`src/igu_pkg.sv`:
```
package igu_pkg;

  // ----------------------------------------------------------------
  // timing
  // ----------------------------------------------------------------
  localparam int unsigned CLK_NS      = 20;
  localparam int unsigned TIMEOUT_NS  = 10_000_000;
  localparam int unsigned TIMEOUT_CYC = TIMEOUT_NS / CLK_NS;

  // ----------------------------------------------------------------
  // register indices (byte address is four times the index)
  // ----------------------------------------------------------------
  localparam logic [5:0] IDX_PWR1  = 6'h01;
  localparam logic [5:0] IDX_PWR2  = 6'h02;
  localparam logic [5:0] IDX_FBK   = 6'h2a;
  localparam logic [5:0] IDX_INCTL = 6'h2c;
  localparam logic [5:0] IDX_VOLL  = 6'h2d;
  localparam logic [5:0] IDX_VOLR  = 6'h2e;
  localparam logic [5:0] IDX_BSTL  = 6'h2f;
  localparam logic [5:0] IDX_BSTR  = 6'h30;
  localparam logic [5:0] IDX_STAT  = 6'h3f;

  // ----------------------------------------------------------------
  // field positions
  // ----------------------------------------------------------------
  localparam int unsigned VOL_ISO_BIT    = 6;
  localparam int unsigned VOL_ZC_BIT     = 7;
  localparam int unsigned VOL_STB_BIT    = 8;
  localparam int unsigned BST_PLUS20_BIT = 8;
  localparam int unsigned BST_AUX_LSB    = 0;
  localparam int unsigned BST_PIN2_LSB   = 4;
  localparam int unsigned FBK_GAIN_LSB   = 6;
  localparam int unsigned FBK_SIDE_BIT   = 5;
  localparam int unsigned PWR2_STGL_BIT  = 4;
  localparam int unsigned PWR2_STGR_BIT  = 5;
  localparam int unsigned PWR1_BIAS_BIT  = 4;
  localparam int unsigned INCTL_LVL_BIT  = 8;

  // ----------------------------------------------------------------
  // reset values
  // ----------------------------------------------------------------
  localparam logic [8:0] RST_PWR1  = 9'h000;
  localparam logic [8:0] RST_PWR2  = 9'h000;
  localparam logic [8:0] RST_FBK   = 9'h000;
  localparam logic [8:0] RST_INCTL = 9'h033;
  localparam logic [8:0] RST_VOL   = 9'h010;
  localparam logic [8:0] RST_BST   = 9'h100;

  // ----------------------------------------------------------------
  // types
  // ----------------------------------------------------------------
  typedef enum logic {
    UPD_IDLE = 1'b0,
    UPD_WAIT = 1'b1
  } igu_upd_e;

  typedef struct packed {
    logic [5:0] gain;
    logic       isolate;
    logic       plus20;
    logic [2:0] aux_gain;
    logic [2:0] pin2_gain;
  } igu_chan_s;

  typedef struct packed {
    logic [2:0] fbk_gain;
    logic       fbk_side;
    logic [1:0] stage_on;
    logic       bias_on;
    logic       bias_level;
  } igu_mix_s;

endpackage

```
`src/igu_ctrl.sv`:
```
// Implementation choice: register access over APB.
`timescale 1ns/1ps

module igu_ctrl
  import igu_pkg::*;
#(
  parameter int unsigned TO_CYC = igu_pkg::TIMEOUT_CYC
) (
  // clock and control
  input  wire logic             CLK,
  input  wire logic             SRST,
  input  wire logic             CE,
  // apb slave
  input  wire logic             PSEL,
  input  wire logic             PENABLE,
  input  wire logic             PWRITE,
  input  wire logic [7:0]       PADDR,
  input  wire logic [31:0]      PWDATA,
  output logic      [31:0]      PRDATA,
  output logic                  PREADY,
  output logic                  PSLVERR,
  // input signal sign from the analogue path, bit 0 left
  input  wire logic [1:0]       SIGN_IN,
  // analogue controls
  output igu_pkg::igu_chan_s    CHAN_L,
  output igu_pkg::igu_chan_s    CHAN_R,
  output igu_pkg::igu_mix_s     MIX,
  output logic                  MIC_BIAS_OUTPUT_OE
);
  import igu_pkg::*;

  localparam int TW = $clog2(TO_CYC + 1);

  // ----------------------------------------------------------------
  // state
  // ----------------------------------------------------------------
  logic [8:0]  pwr1_r, pwr2_r, fbk_r, inctl_r, bstl_r, bstr_r;
  logic [7:0]  volc_r [2];
  logic [5:0]  act_r [2];
  igu_upd_e    st_r [2];
  logic [1:0]  tick_cnt_r [2];
  logic [TW-1:0] tmr_r;
  logic [1:0]  sgn_m_r, sgn_s_r, sgn_d_r;
  logic        pready_r, pslverr_r;
  logic [31:0] prdata_r;

  // ----------------------------------------------------------------
  // apb decode
  // ----------------------------------------------------------------
  wire logic [5:0] idx     = PADDR[7:2];
  wire logic       acc     = PSEL & PENABLE & pready_r;
  wire logic       wr      = acc & PWRITE & CE;
  wire logic       hit     = (PADDR[1:0] == 2'b00) &&
                             (idx == IDX_PWR1 || idx == IDX_PWR2 || idx == IDX_FBK ||
                              idx == IDX_INCTL || idx == IDX_VOLL || idx == IDX_VOLR ||
                              idx == IDX_BSTL || idx == IDX_BSTR || idx == IDX_STAT);
  wire logic       wr_ok   = wr & hit;
  wire logic       wr_voll = wr_ok & (idx == IDX_VOLL);
  wire logic       wr_volr = wr_ok & (idx == IDX_VOLR);
  wire logic       strobe  = (wr_voll | wr_volr) & PWDATA[VOL_STB_BIT];

  // pending words as they stand after this cycle's write, so a strobe obeys the zero-cross bit it carries
  logic [7:0]      pend [2];
  assign pend[0] = wr_voll ? PWDATA[7:0] : volc_r[0];
  assign pend[1] = wr_volr ? PWDATA[7:0] : volc_r[1];
  wire logic [1:0] zc_on   = {pend[1][VOL_ZC_BIT], pend[0][VOL_ZC_BIT]};

  function automatic logic [8:0] wr_field(input logic [5:0] want, input logic [8:0] cur);
    wr_field = (wr_ok && idx == want) ? PWDATA[8:0] : cur;
  endfunction

  function automatic logic [31:0] vol_rd(input logic [7:0] v);
    vol_rd = {23'h0, 1'b0, v}; // strobe bit reads as zero
  endfunction

  wire logic [31:0] rd_mux =
      (idx == IDX_PWR1)  ? {23'h0, pwr1_r}  :
      (idx == IDX_PWR2)  ? {23'h0, pwr2_r}  :
      (idx == IDX_FBK)   ? {23'h0, fbk_r}   :
      (idx == IDX_INCTL) ? {23'h0, inctl_r} :
      (idx == IDX_VOLL)  ? vol_rd(volc_r[0]) :
      (idx == IDX_VOLR)  ? vol_rd(volc_r[1]) :
      (idx == IDX_BSTL)  ? {23'h0, bstl_r}  :
      (idx == IDX_BSTR)  ? {23'h0, bstr_r}  :
      (idx == IDX_STAT)  ? {18'h0, st_r[1] == UPD_WAIT, st_r[0] == UPD_WAIT, act_r[1], act_r[0]} :
      32'h0;

  // ----------------------------------------------------------------
  // timeout timer and zero-cross detection
  // ----------------------------------------------------------------
  // free-running period; a waiting channel is forced on the second tick, so the
  // delay lands between one and two periods depending on timer phase
  wire logic tick = (tmr_r == TW'(TO_CYC - 1));
  wire logic [1:0] zc_evt = sgn_s_r ^ sgn_d_r;
  logic [1:0] apply, force_upd;

  // per-channel apply decision
  always_comb begin
    for (int c = 0; c < 2; c++) begin
      force_upd[c] = tick && tick_cnt_r[c] == 2'd1;
      case (st_r[c])
        UPD_IDLE: apply[c] = strobe && !zc_on[c];
        UPD_WAIT: apply[c] = strobe ? !zc_on[c] : (zc_evt[c] || force_upd[c]);
        default:  apply[c] = 1'b0;
      endcase
    end
  end

  // ----------------------------------------------------------------
  // apb handshake: one wait state, answer registered
  // ----------------------------------------------------------------
  always_ff @(posedge CLK) begin
    if (SRST) begin
      pready_r  <= 1'b0;
      pslverr_r <= 1'b0;
      prdata_r  <= 32'h0;
    end else if (CE) begin
      pready_r  <= PSEL & PENABLE & ~pready_r;
      pslverr_r <= PSEL & PENABLE & ~pready_r & ~hit;
      if (PSEL & PENABLE & ~pready_r & ~PWRITE)
        prdata_r <= hit ? rd_mux : 32'h0;
    end
  end

  // ----------------------------------------------------------------
  // plain control registers
  // ----------------------------------------------------------------
  // the analogue fields are used as stored; mapping codes to dB is analogue work
  always_ff @(posedge CLK) begin
    if (SRST) begin
      pwr1_r  <= RST_PWR1;
      pwr2_r  <= RST_PWR2;
      fbk_r   <= RST_FBK;
      inctl_r <= RST_INCTL;
      bstl_r  <= RST_BST;
      bstr_r  <= RST_BST;
    end else if (CE) begin
      pwr1_r  <= wr_field(IDX_PWR1, pwr1_r);
      pwr2_r  <= wr_field(IDX_PWR2, pwr2_r);
      fbk_r   <= wr_field(IDX_FBK, fbk_r);
      inctl_r <= wr_field(IDX_INCTL, inctl_r);
      bstl_r  <= wr_field(IDX_BSTL, bstl_r);
      bstr_r  <= wr_field(IDX_BSTR, bstr_r);
    end
  end

  // ----------------------------------------------------------------
  // sign synchroniser and timer
  // ----------------------------------------------------------------
  always_ff @(posedge CLK) begin
    if (SRST) begin
      sgn_m_r <= 2'b00;
      sgn_s_r <= 2'b00;
      sgn_d_r <= 2'b00;
      tmr_r   <= '0;
    end else if (CE) begin
      sgn_m_r <= SIGN_IN;
      sgn_s_r <= sgn_m_r;
      sgn_d_r <= sgn_s_r;
      tmr_r   <= tick ? '0 : tmr_r + TW'(1);
    end
  end

  // ----------------------------------------------------------------
  // volume: pending copy, active copy, wait state
  // ----------------------------------------------------------------
  always_ff @(posedge CLK) begin
    if (SRST) begin
      for (int c = 0; c < 2; c++) begin
        volc_r[c]     <= RST_VOL[7:0];
        act_r[c]      <= RST_VOL[5:0];
        st_r[c]       <= UPD_IDLE;
        tick_cnt_r[c] <= 2'd0;
      end
    end else if (CE) begin
      if (wr_voll)
        volc_r[0] <= PWDATA[7:0];
      if (wr_volr)
        volc_r[1] <= PWDATA[7:0];
      for (int c = 0; c < 2; c++) begin
        if (apply[c]) begin
          // a strobe applies the word written with it; a deferred apply takes the stored one
          act_r[c] <= strobe ? pend[c][5:0] : volc_r[c][5:0];
          st_r[c]  <= UPD_IDLE;
        end else if (strobe && zc_on[c]) begin
          st_r[c]       <= UPD_WAIT;
          tick_cnt_r[c] <= 2'd0;
        end else if (st_r[c] == UPD_WAIT && tick) begin
          tick_cnt_r[c] <= tick_cnt_r[c] + 2'd1;
        end
      end
    end
  end

  // ----------------------------------------------------------------
  // outputs, all straight from registers
  // ----------------------------------------------------------------
  assign PRDATA  = prdata_r;
  assign PREADY  = pready_r;
  assign PSLVERR = pslverr_r;
  // isolate is passed alongside plus20; the analogue switch gives isolate priority
  assign CHAN_L  = '{act_r[0], volc_r[0][VOL_ISO_BIT], bstl_r[BST_PLUS20_BIT],
                     bstl_r[BST_AUX_LSB +: 3], bstl_r[BST_PIN2_LSB +: 3]};
  assign CHAN_R  = '{act_r[1], volc_r[1][VOL_ISO_BIT], bstr_r[BST_PLUS20_BIT],
                     bstr_r[BST_AUX_LSB +: 3], bstr_r[BST_PIN2_LSB +: 3]};
  assign MIX     = '{fbk_r[FBK_GAIN_LSB +: 3], fbk_r[FBK_SIDE_BIT],
                     {pwr2_r[PWR2_STGR_BIT], pwr2_r[PWR2_STGL_BIT]},
                     pwr1_r[PWR1_BIAS_BIT], inctl_r[INCTL_LVL_BIT]};
  assign MIC_BIAS_OUTPUT_OE = pwr1_r[PWR1_BIAS_BIT];
endmodule

```
`config.mk`:
```
export PLATFORM = sky130hd
export DESIGN_NAME = igu_ctrl
export DESIGN_NICKNAME = d
export VERILOG_FILES = /design/src/igu_pkg.sv /design/src/igu_ctrl.sv
export SDC_FILE = /design/constraint.sdc
export NUM_CORES = 1
export LEC_CHECK = 0
export ABC_AREA = 1
export BUFFER_PORTS_ARGS = -buffer_cell sky130_fd_sc_hd__buf_2
export CAP_MARGIN = 25
export CORE_ASPECT_RATIO = 1.2
export CORE_MARGIN = 2
export CORE_UTILIZATION = 25
export CTS_BUF_LIST = sky130_fd_sc_hd__clkbuf_4 sky130_fd_sc_hd__clkbuf_8
export CTS_CLUSTER_SIZE = 16
export DETAILED_ROUTE_END_ITERATION = 8
export PLACE_DENSITY_LB_ADDON = 0.3
export SETUP_SLACK_MARGIN = 0.5
export SYNTH_ARGS = -nofsm -noshare
export SYNTH_HDL_FRONTEND = slang
export SYNTH_SLANG_ARGS = --single-unit
```
`constraint.sdc`:
```
create_clock -name CLK -period 3.18 [get_ports CLK]
set_input_delay 0.477 -clock CLK [delete_from_list [all_inputs] [get_ports CLK]]
set_output_delay 0.477 -clock CLK [all_outputs]
set_load 0.01 [all_outputs]
```
==> run summary, run 1 <==
The number of endpoints failing setup at the final stage is 0. The switching share of total power is 25.90%. The number of failing hold endpoints at the final stage is 0. Summed over all failing endpoints, the final setup total negative slack is 0 ns.

The count of cell types in the netlist is 39. The count of buffer and inverter cells on the critical path is 2. The via-per-instance ratio came out at 4.476.

The run finished with clean final reports. In this run the critical register-to-register path is launched from tmr_r[0]$_SDFFE_PP0P_. In the detailed route, the total length drawn on met2 is 8948 um. The internal power of the cells came out at 2.468 mW.

The areal power density over the cells is 464.0 nW/um^2. The maximum vdd ir drop came out at 0.2440 mV. The top achievable clock speed came out at 440.2 MHz. The count of cells along the worst register-to-register path is 10.

Hold timing on the final database bottoms out at a slack of 0.2555 ns. The share of the yosys chip area belonging to registers came out at 46.27%. The clock-pin slew reported for the worst setup and hold paths after clock tree synthesis came out at 0.08 ns.

The critical path starts at PADDR[3]. The register bit total from synthesis came out at 129. Once detailed placement completed, the half-perimeter wirelength came to 13,510 um.

Cells fill 29.01% of the core in the end. In this run the tool buffered the top-level ports with 77 buffer cells. The max-slew violation count is 0. The topmost layer with routed signal wires is met4. The layout filler cell count came out at 2,763. The category of the most critical setup path is in2reg. Relative to the synthesized area, the layout overhead comes to 14.05%. The path class of the tightest hold or removal check is in2reg.

The number of global-route vias before repair is 5,153. The maximum number of pins on one net before global-route repair came out at 40. The total number of nets in the final design is 938. The root buffer selected by CTS is clkbuf_8. The data required time of the critical path came out at 3.37 ns. The final routed wirelength across all metal layers is 18,190 um. The setup fix buffers added after clock tree synthesis is 0. The actual transition at the worst max-transition pin is 0.6140 ns. The source-to-sink clock delay at the later pin of the worst-skew pair came out at 0.45 ns. The number of buffers created by CTS came out at 17.

Among all stages on the critical path, the largest delay is contributed by nand3_1. The number of DRC violations after detailed-routing iteration 0 is 322. The count of instances resized after the clock tree is built came out at 0. The post-layout minimum cycle time came out at 2.272 ns. The slack of the worst reg-to-reg path is 0.94 ns. Following the worst setup path forward leads to its endpoint at act_r[0][4]$_SDFFCE_PN1P_. The total number of vias came out at 5,483. Detailed routing placed a total of 955 um of wire on met3.

The final global-route overflow total is 0. The placeable core region is 24,750 um^2. The critical path crosses 13 cells after its start point. Among cell families on the critical path, the largest total delay comes from simple AND/OR/NAND/NOR gates. The clock sink count came out at 129. The initial antenna violation count came out at 0.

Dividing the final minimum period by the clock period gives 71.44%. The first-pass iteration count of the detailed router is 7. The synthesized netlist cell count came out at 833. After detailed routing, the number of remaining DRC violations is 0. The critical path goes through buf_2 -> nor2_2 -> nand3_2 -> nand2_1 -> inv_1 -> nand3_2 -> nand4_1 -> nor2_2 -> nor2_1 -> nor2_2 -> nand3_1 -> nand2_1 -> nand2_1.

CTS built an H-tree with a depth of 4. Headroom to the max-slew limit came out at 58.97%. Clock skew on the completed layout was measured at 0.01613 ns. The worst setup path is captured at a flip-flop. Setup repair after global routing left no endpoint under its margin. The all-layer global routing usage came out at 14.16%. TritonCTS built the clock tree. The maximum count of clock buffers along a single path came out at 2. The endpoint arrival time on the critical path is 2.46 ns. The cell row count is 63. Overall power consumption after layout is estimated at 3.331 mW. The part of the power in combinational logic is 5.7%. In this run, post-CTS hold repair placed 0 buffers. The die boundary height came out at 177.8 um. The worst setup slack after placement came out at 0.4745 ns. The maximum fanout along the worst path is 11. The clock group share of total power came out at 42.8%. The post-detailed-route count of antenna-violating nets came out at 0.

The synthesized area per cell came out at 7.557 um^2. The detailed-route wire length per cell came out at 14.85 um. The max-cap violation count is 0. Of the cells placed in the final design, the portion with a size suffix greater than 1 is 16.00%. Once the floorplan was initialized, standard cells occupied 25.43% of the core. From left edge to right edge, the die measures 148.9 um. Once routing completed, OpenROAD measured the worst setup slack at 0.9082 ns. The routed length on met1 came out at 7978 um. The number of warnings issued by yosys is 0. Pin placement for this block handled 119 I/O pins.

The power share of the sequential group is 51.5%. The leakage power came out at 2.950 nW. The die covers 26,470 um^2. The routability congestion estimate came out at 0.8307. The wire length of the first global-routing pass is 28,310 um. The post-synthesis instance area is 6295 um^2. The repair_antennas step left the layout with diodes totalling 0. The kind of start point of the critical path is an input port. On the worst path, the slowest cell contributes a delay of 0.33 ns. In this run the power spent charging and discharging nets is 0.8628 mW. The endpoint of the most critical register-to-register path is act_r[0][4]$_SDFFCE_PN1P_.
## worst register-to-register path, stage by stage (launching register included)
cell	delay [ns]
dfxtp_1	0.38
ha_1	0.28
nand2_1	0.08
nor2_1	0.16
nand4_1	0.12
a21oi_1	0.15
nor2_1	0.08
nor2_2	0.13
nand3_1	0.33
nand2_1	0.19
nand2_1	0.09
## kinds of logic after synthesis
logic type | Yosys count | synth area share (%)
other cells | 1 | 0.05957
xor+xnor | 10 | 1.391
simple gates | 343 | 23.65
buf+inv | 161 | 12.48
compound gates | 186 | 15.54
fa+ha+maj | 3 | 0.5964
flops | 129 | 46.27
## placed cells by master, fill, tap and decap left out, drive strengths merged, types with 33 or more instances in the layout
cell	synthesis	final
dfxtp	96	96
nand2	127	127
nand3	44	44
inv	88	95
edfxtp	33	33
o21ai	50	50
nor2	139	139
a21oi	120	120
buf	54	87
## power by group through the flow
stage | Sequential, mW | Clock (mW) | Combinational [mW]
finish | 1.72 | 1.43 | 0.190
global route | 1.72 | 1.53 | 0.213
CTS | 1.72 | 1.46 | 0.192
detailed placement | 1.75 | 0 | 0.191
global placement | 1.75 | 0 | 0.192
floorplan | 1.75 | 0 | 0.123
## layer usage
metal / vias up / track usage (%)
li1: 2780 / -
met2: 146 / 24.15
met5: - / 0
met3: 20 / 3.419
met4: 0 / 4.484
met1: 2537 / 17.62
## layout make-up
cell class | count | area, um^2 | share of cell area (%)
multi-input combinational | 560 | 2660 | 37.05
clock inverter | 14 | 152.6 | 2.126
timing repair buffer | 87 | 460.4 | 6.413
inverter | 92 | 345.3 | 4.810
sequential | 129 | 2913 | 40.57
clock buffer | 18 | 241.5 | 3.364
tap | 325 | 406.6 | 5.664
## sequential cells by signal, indices dropped and copies added (netlist names), 12 cells and up
register	cells
volc_r	16
tmr_r	19
PRDATA	14
act_r	12
## synthesized netlist by cell type, drive strengths merged
master     n  area share [%]
nor2     139             8.8
nand2    127             7.8
a21oi    120             9.6
dfxtp     96              31
inv       88             5.2
buf       54             6.1
o21ai     50             4.0
nand3     44             3.8
edfxtp    33              16
clkbuf    15            0.89
nand4     13             1.4
nor3      12            0.95
o211ai    11             1.3
xor2       7            0.97
clkinv     4            0.24
ha         3            0.60
nor4       3            0.30
xnor2      3            0.42
a211oi     1            0.12
a2bb2oi    1            0.14
a311oi     1            0.14
and2       1            0.14
and3       1           0.099
conb       1           0.060
nand3b     1            0.12
nor3b      1            0.12
o2111ai    1            0.14
o21a       1            0.12
or2        1           0.099
## stage by stage
| stage | cell area [um^2] | cells |
|---|---|---|
| after floorplan | 6359 | 850 |
| after global placement | 6785 | 1193 |
| after detailed placement | 6785 | 1193 |
| after CTS | 7179 | 1225 |
| after global routing | 7179 | 1225 |
| final | 7179 | 1225 |
## worst min-delay path by stage
stage / start / endpoint / slack (ns) / depth (start not counted)
finish: SIGN_IN[1] / sgn_m_r[1]$_SDFFE_PP0P_ / 0.26 / 3
global route: SIGN_IN[1] / sgn_m_r[1]$_SDFFE_PP0P_ / 0.25 / 3
global placement: inctl_r[2]$_SDFFE_PP0P_ / inctl_r[2]$_SDFFE_PP0P_ / 0.44 / 2
detailed placement: pwr1_r[0]$_SDFFE_PP0P_ / pwr1_r[0]$_SDFFE_PP0P_ / 0.45 / 2
CTS: SIGN_IN[1] / sgn_m_r[1]$_SDFFE_PP0P_ / 0.23 / 3
floorplan: inctl_r[2]$_SDFFE_PP0P_ / inctl_r[2]$_SDFFE_PP0P_ / 0.43 / 2
(Power assumes the default switching activity.)
==> run 2: changes to the inputs <==
==> constraint.sdc (replaced) <==
create_clock -name CLK -period 2 [get_ports CLK]
set_input_delay 0.3 -clock CLK [delete_from_list [all_inputs] [get_ports CLK]]
set_output_delay 0.3 -clock CLK [all_outputs]
set_load 0.01 [all_outputs]
==> run 2 against run 1 <==
Register-to-register slack lost 0.81 ns. Global-route usage grew 2.3 points. Design area grew 34%. Critical path type is now reg2reg. Highest routed layer is now met5.
==> run summary, run 2 (synthesis gave the netlist of run 1 again) <==
The horizontal die dimension came out at 148.9 um (unchanged). The internal power of the cells came to 4.156 mW (+68%). The worst register-to-register path ends at act_r[0][1]$_SDFFCE_PN0P_.

The maximum count of clock buffers along a single path came to 2 (unchanged). The flow ran to the end, and the final reports show no timing, DRC or antenna violations. STA classifies the critical path startpoint as a flip-flop. The global-route track usage on met2 was 28.07% (+3.9 points). STA classifies the critical path endpoint as a flip-flop.

The number of endpoints failing setup at the final stage came out at 0 (unchanged). The normalized max-slew margin came out at 54.74% (-4.2 points). The endpoint arrival time on the critical path is 2.19 ns (-0.27 ns). The leakage power came out at 3.905 nW (+32%).

The top achievable clock speed is 534.1 MHz. From synthesis to final layout, the design area changed by 53.01%. met2 is the most crowded layer.

The clock group share of total power came out at 43.8% (+1.0 points). The maximum number of pins on one net before global-route repair is 40 (unchanged). The clock-pin slew reported for the worst setup and hold paths after clock tree synthesis is 0.08 ns (about the same).

The all-layer global routing usage is 16.44% (+2.3 points). The count of cells along the worst hold path is 3 (unchanged). The via-per-instance ratio is 4.642 (+3.7%).

The setup path with the least slack is of type reg2reg. The met3 track demand over resource in global routing came out at 3.779% (+0.36 points). The count of port buffers added during placement is 77 (unchanged). The level count of the clock H-tree came to 4 (unchanged).

The post-detailed-placement half-perimeter wirelength came out at 14,390 um (+6.5%). The share of the cycle needed by the critical path after routing is 93.62%. The cell row count is 63 (unchanged).

The final worst clock skew is 0.01375 ns (-0.002379 ns). Setup repair after global routing could not meet its margin everywhere. The data required time of the critical path came out at 2.32 ns (-1.05 ns).

The post-detailed-route count of antenna-violating nets is 0 (unchanged). The global routing usage on met1 is 20.45% (+2.8 points). The maximum vdd ir drop was 0.3313 mV (+36%). The initial antenna violation count is 2 (+2). The switching share of total power came out at 27.33% (+1.4 points).

In the layout the commonest cells are nand2_1 (103), dfxtp_1 (82), nor2_1 (79). The signal on the critical path passes through inv_2 -> nand4_1 -> nor2_4 -> buf_6 -> nand4_1 -> a21oi_2 -> nor2_2 -> nor2_4 -> nand2_4 -> buf_4 -> a21oi_2. The die footprint came out at 26,470 um^2 (unchanged). The post-layout minimum cycle time is 1.872 ns. The part of the power in combinational logic came out at 8.4% (+2.7 points). The hold-critical path endpoint is sgn_m_r[0]$_SDFFE_PP0P_. The final global-route overflow total came out at 0 (unchanged). The areal power density over the cells came out at 593.7 nW/um^2 (+28%). In this run the most critical hold path is launched from SIGN_IN[0]. The number of failing hold endpoints at the final stage is 0 (unchanged). The detailed-route wire length per cell came to 16.38 um (+10%).

The number of instances in the placed design came out at 1,246 (+4.4%). The count of cells along the worst register-to-register path is 11 (+1). The accumulated negative setup slack came out at 0 ns (unchanged).

The maximum fanout along the worst path came out at 7 (-4). The maximum single-stage delay on the critical path is 0.33 ns (about the same). In this run the critical register-to-register path is launched from tmr_r[7]$_SDFFE_PP0P_. The final routed wirelength across all metal layers is 22,080 um (+21%). The fraction of layout instances using a drive strength above 1 is 44.72% (+29 points). Leaving out fill and tap cells, the most frequent cell in the layout is nand2_1. The number of flip-flops under the largest register name came out at 19 (unchanged). The source-to-sink clock delay at the later pin of the worst-skew pair was 0.46 ns (about the same). The number of global-route vias before repair came to 5,862 (+14%). The initial core utilization came to 25.43% (unchanged).

The total number of nets in the final design is 1,060 (+13%). Counting flops per register, the top entry is tmr_r. The number of top-level design ports came out at 119 (unchanged). The CTS tree is done. Clock tree synthesis selected as its root buffer the cell clkbuf_8.

The max-cap violation count is 0 (unchanged). The wire length of the first global-routing pass is 32,800 um (+16%). The power share of the sequential group came to 47.8% (-3.7 points). The placeable core region came to 24,750 um^2 (unchanged). The routability congestion estimate is 0.8481 (+2.1%). The max-slew violation count is 0 (unchanged).

The first-pass iteration count of the detailed router is 5 (-2). The hold buffer count at CTS came to 0 (unchanged). The number of DRC violations after detailed-routing iteration 0 was 468 (+45%). The number of cells in the finished layout apart from fillers came to 1,348 (+10%). The die boundary height was 177.8 um (unchanged). The clock sink count is 129 (unchanged). The number of buffers created by CTS came out at 17 (unchanged). The total number of vias is 6,258 (+14%). On the critical path, the stage with the largest delay is an instance of dfxtp_2. The number of remaining DRC errors came to 0 (unchanged). The path class of the tightest hold or removal check is in2reg. The actual transition at the worst max-transition pin came out at 0.6733 ns (+0.05927 ns). The switching power is 1.563 mW (+81%).

The slack of the worst reg-to-reg path is 0.13 ns (-0.81 ns).
-- run 2: cell count changes in the layout (fill, tap and decap cells not counted), sizes merged --
cell      delta
clkinvlp     +2
nand2       +12
diode        +1
buf        +108
bufinv       +1
inv          -1
-- run 2: what timing repair did --
action | in CTS | in global routing
gates cloned | 11 | 5
setup buffers | 29 | 24
resized for setup | 187 | 132
pin swaps | 28 | 58
endpoints found under the setup margin | 136 | 149
-- run 2: area by class of cell --
cell class | instances | area (um^2)
Timing Repair inverter | 1 | 7.507
Sequential cell | 129 | 2930
Fill cell | 2511 | 15120
Antenna cell | 1 | 2.502
Tap cell | 325 | 406.6
Clock inverter | 15 | 201.4
Timing Repair Buffer | 196 | 1610
Multi-Input combinational cell | 572 | 3877
Inverter | 92 | 361.6
Clock buffer | 17 | 234.0
-- run 2: how the worst max path moves through the flow --
stage	startpoint	to	slack, ns	cells after the start
after detailed placement	PADDR[5]	tick_cnt_r[0][1]$_SDFFCE_PN0P_	-0.20	12
after floorplan	PADDR[4]	act_r[0][10]$_SDFFCE_PN1P_	0.17	11
after CTS	tmr_r[5]$_SDFFE_PP0P_	act_r[0][0]$_SDFFCE_PN0P_	0.18	11
final	tmr_r[7]$_SDFFE_PP0P_	act_r[0][1]$_SDFFCE_PN0P_	0.13	11
after global routing	tmr_r[7]$_SDFFE_PP0P_	act_r[0][1]$_SDFFCE_PN0P_	0.02	11
after global placement	PADDR[5]	act_r[0][10]$_SDFFCE_PN1P_	-0.14	15
-- run 2: routing by layer --
metal  routed length [um]  vias up
met5                   13        -
met4                  490        2
met3                 1112       35
met2                11030      170
met1                 9433     2985
li1                     -     3066
-- run 2: per-stage QoR --
stage	area (um^2)	setup WS, ns	util (%)	power [mW]	hold WS [ns]
after floorplan	6439	0.1675	-	2.987	0.4264
after global placement	7333	-0.1441	29.63	3.161	0.4375
after detailed placement	7333	-0.1979	29.63	3.161	0.4447
after CTS	8823	0.1795	35.65	5.717	0.03967
after global routing	9629	0.02164	38.90	5.919	0.05535
final	9632	0.1276	38.91	5.719	0.06547
-- run 2: power groups by stage --
stage / logic (mW) / clock network, mW / registers (mW)
3_3_place_gp: 0.372 / 0 / 2.79
6_report: 0.483 / 2.50 / 2.73
2_1_floorplan: 0.200 / 0 / 2.79
3_5_place_dp: 0.371 / 0 / 2.79
4_1_cts: 0.429 / 2.56 / 2.73
5_1_grt: 0.520 / 2.66 / 2.74
-- run 2: worst max-delay path, delay by kind of cell (launching register included) --
kind            cells  cell delay [ns]
simple gates        6             0.79
flops               1             0.33
buf+inv             3             0.33
compound gates      2             0.28
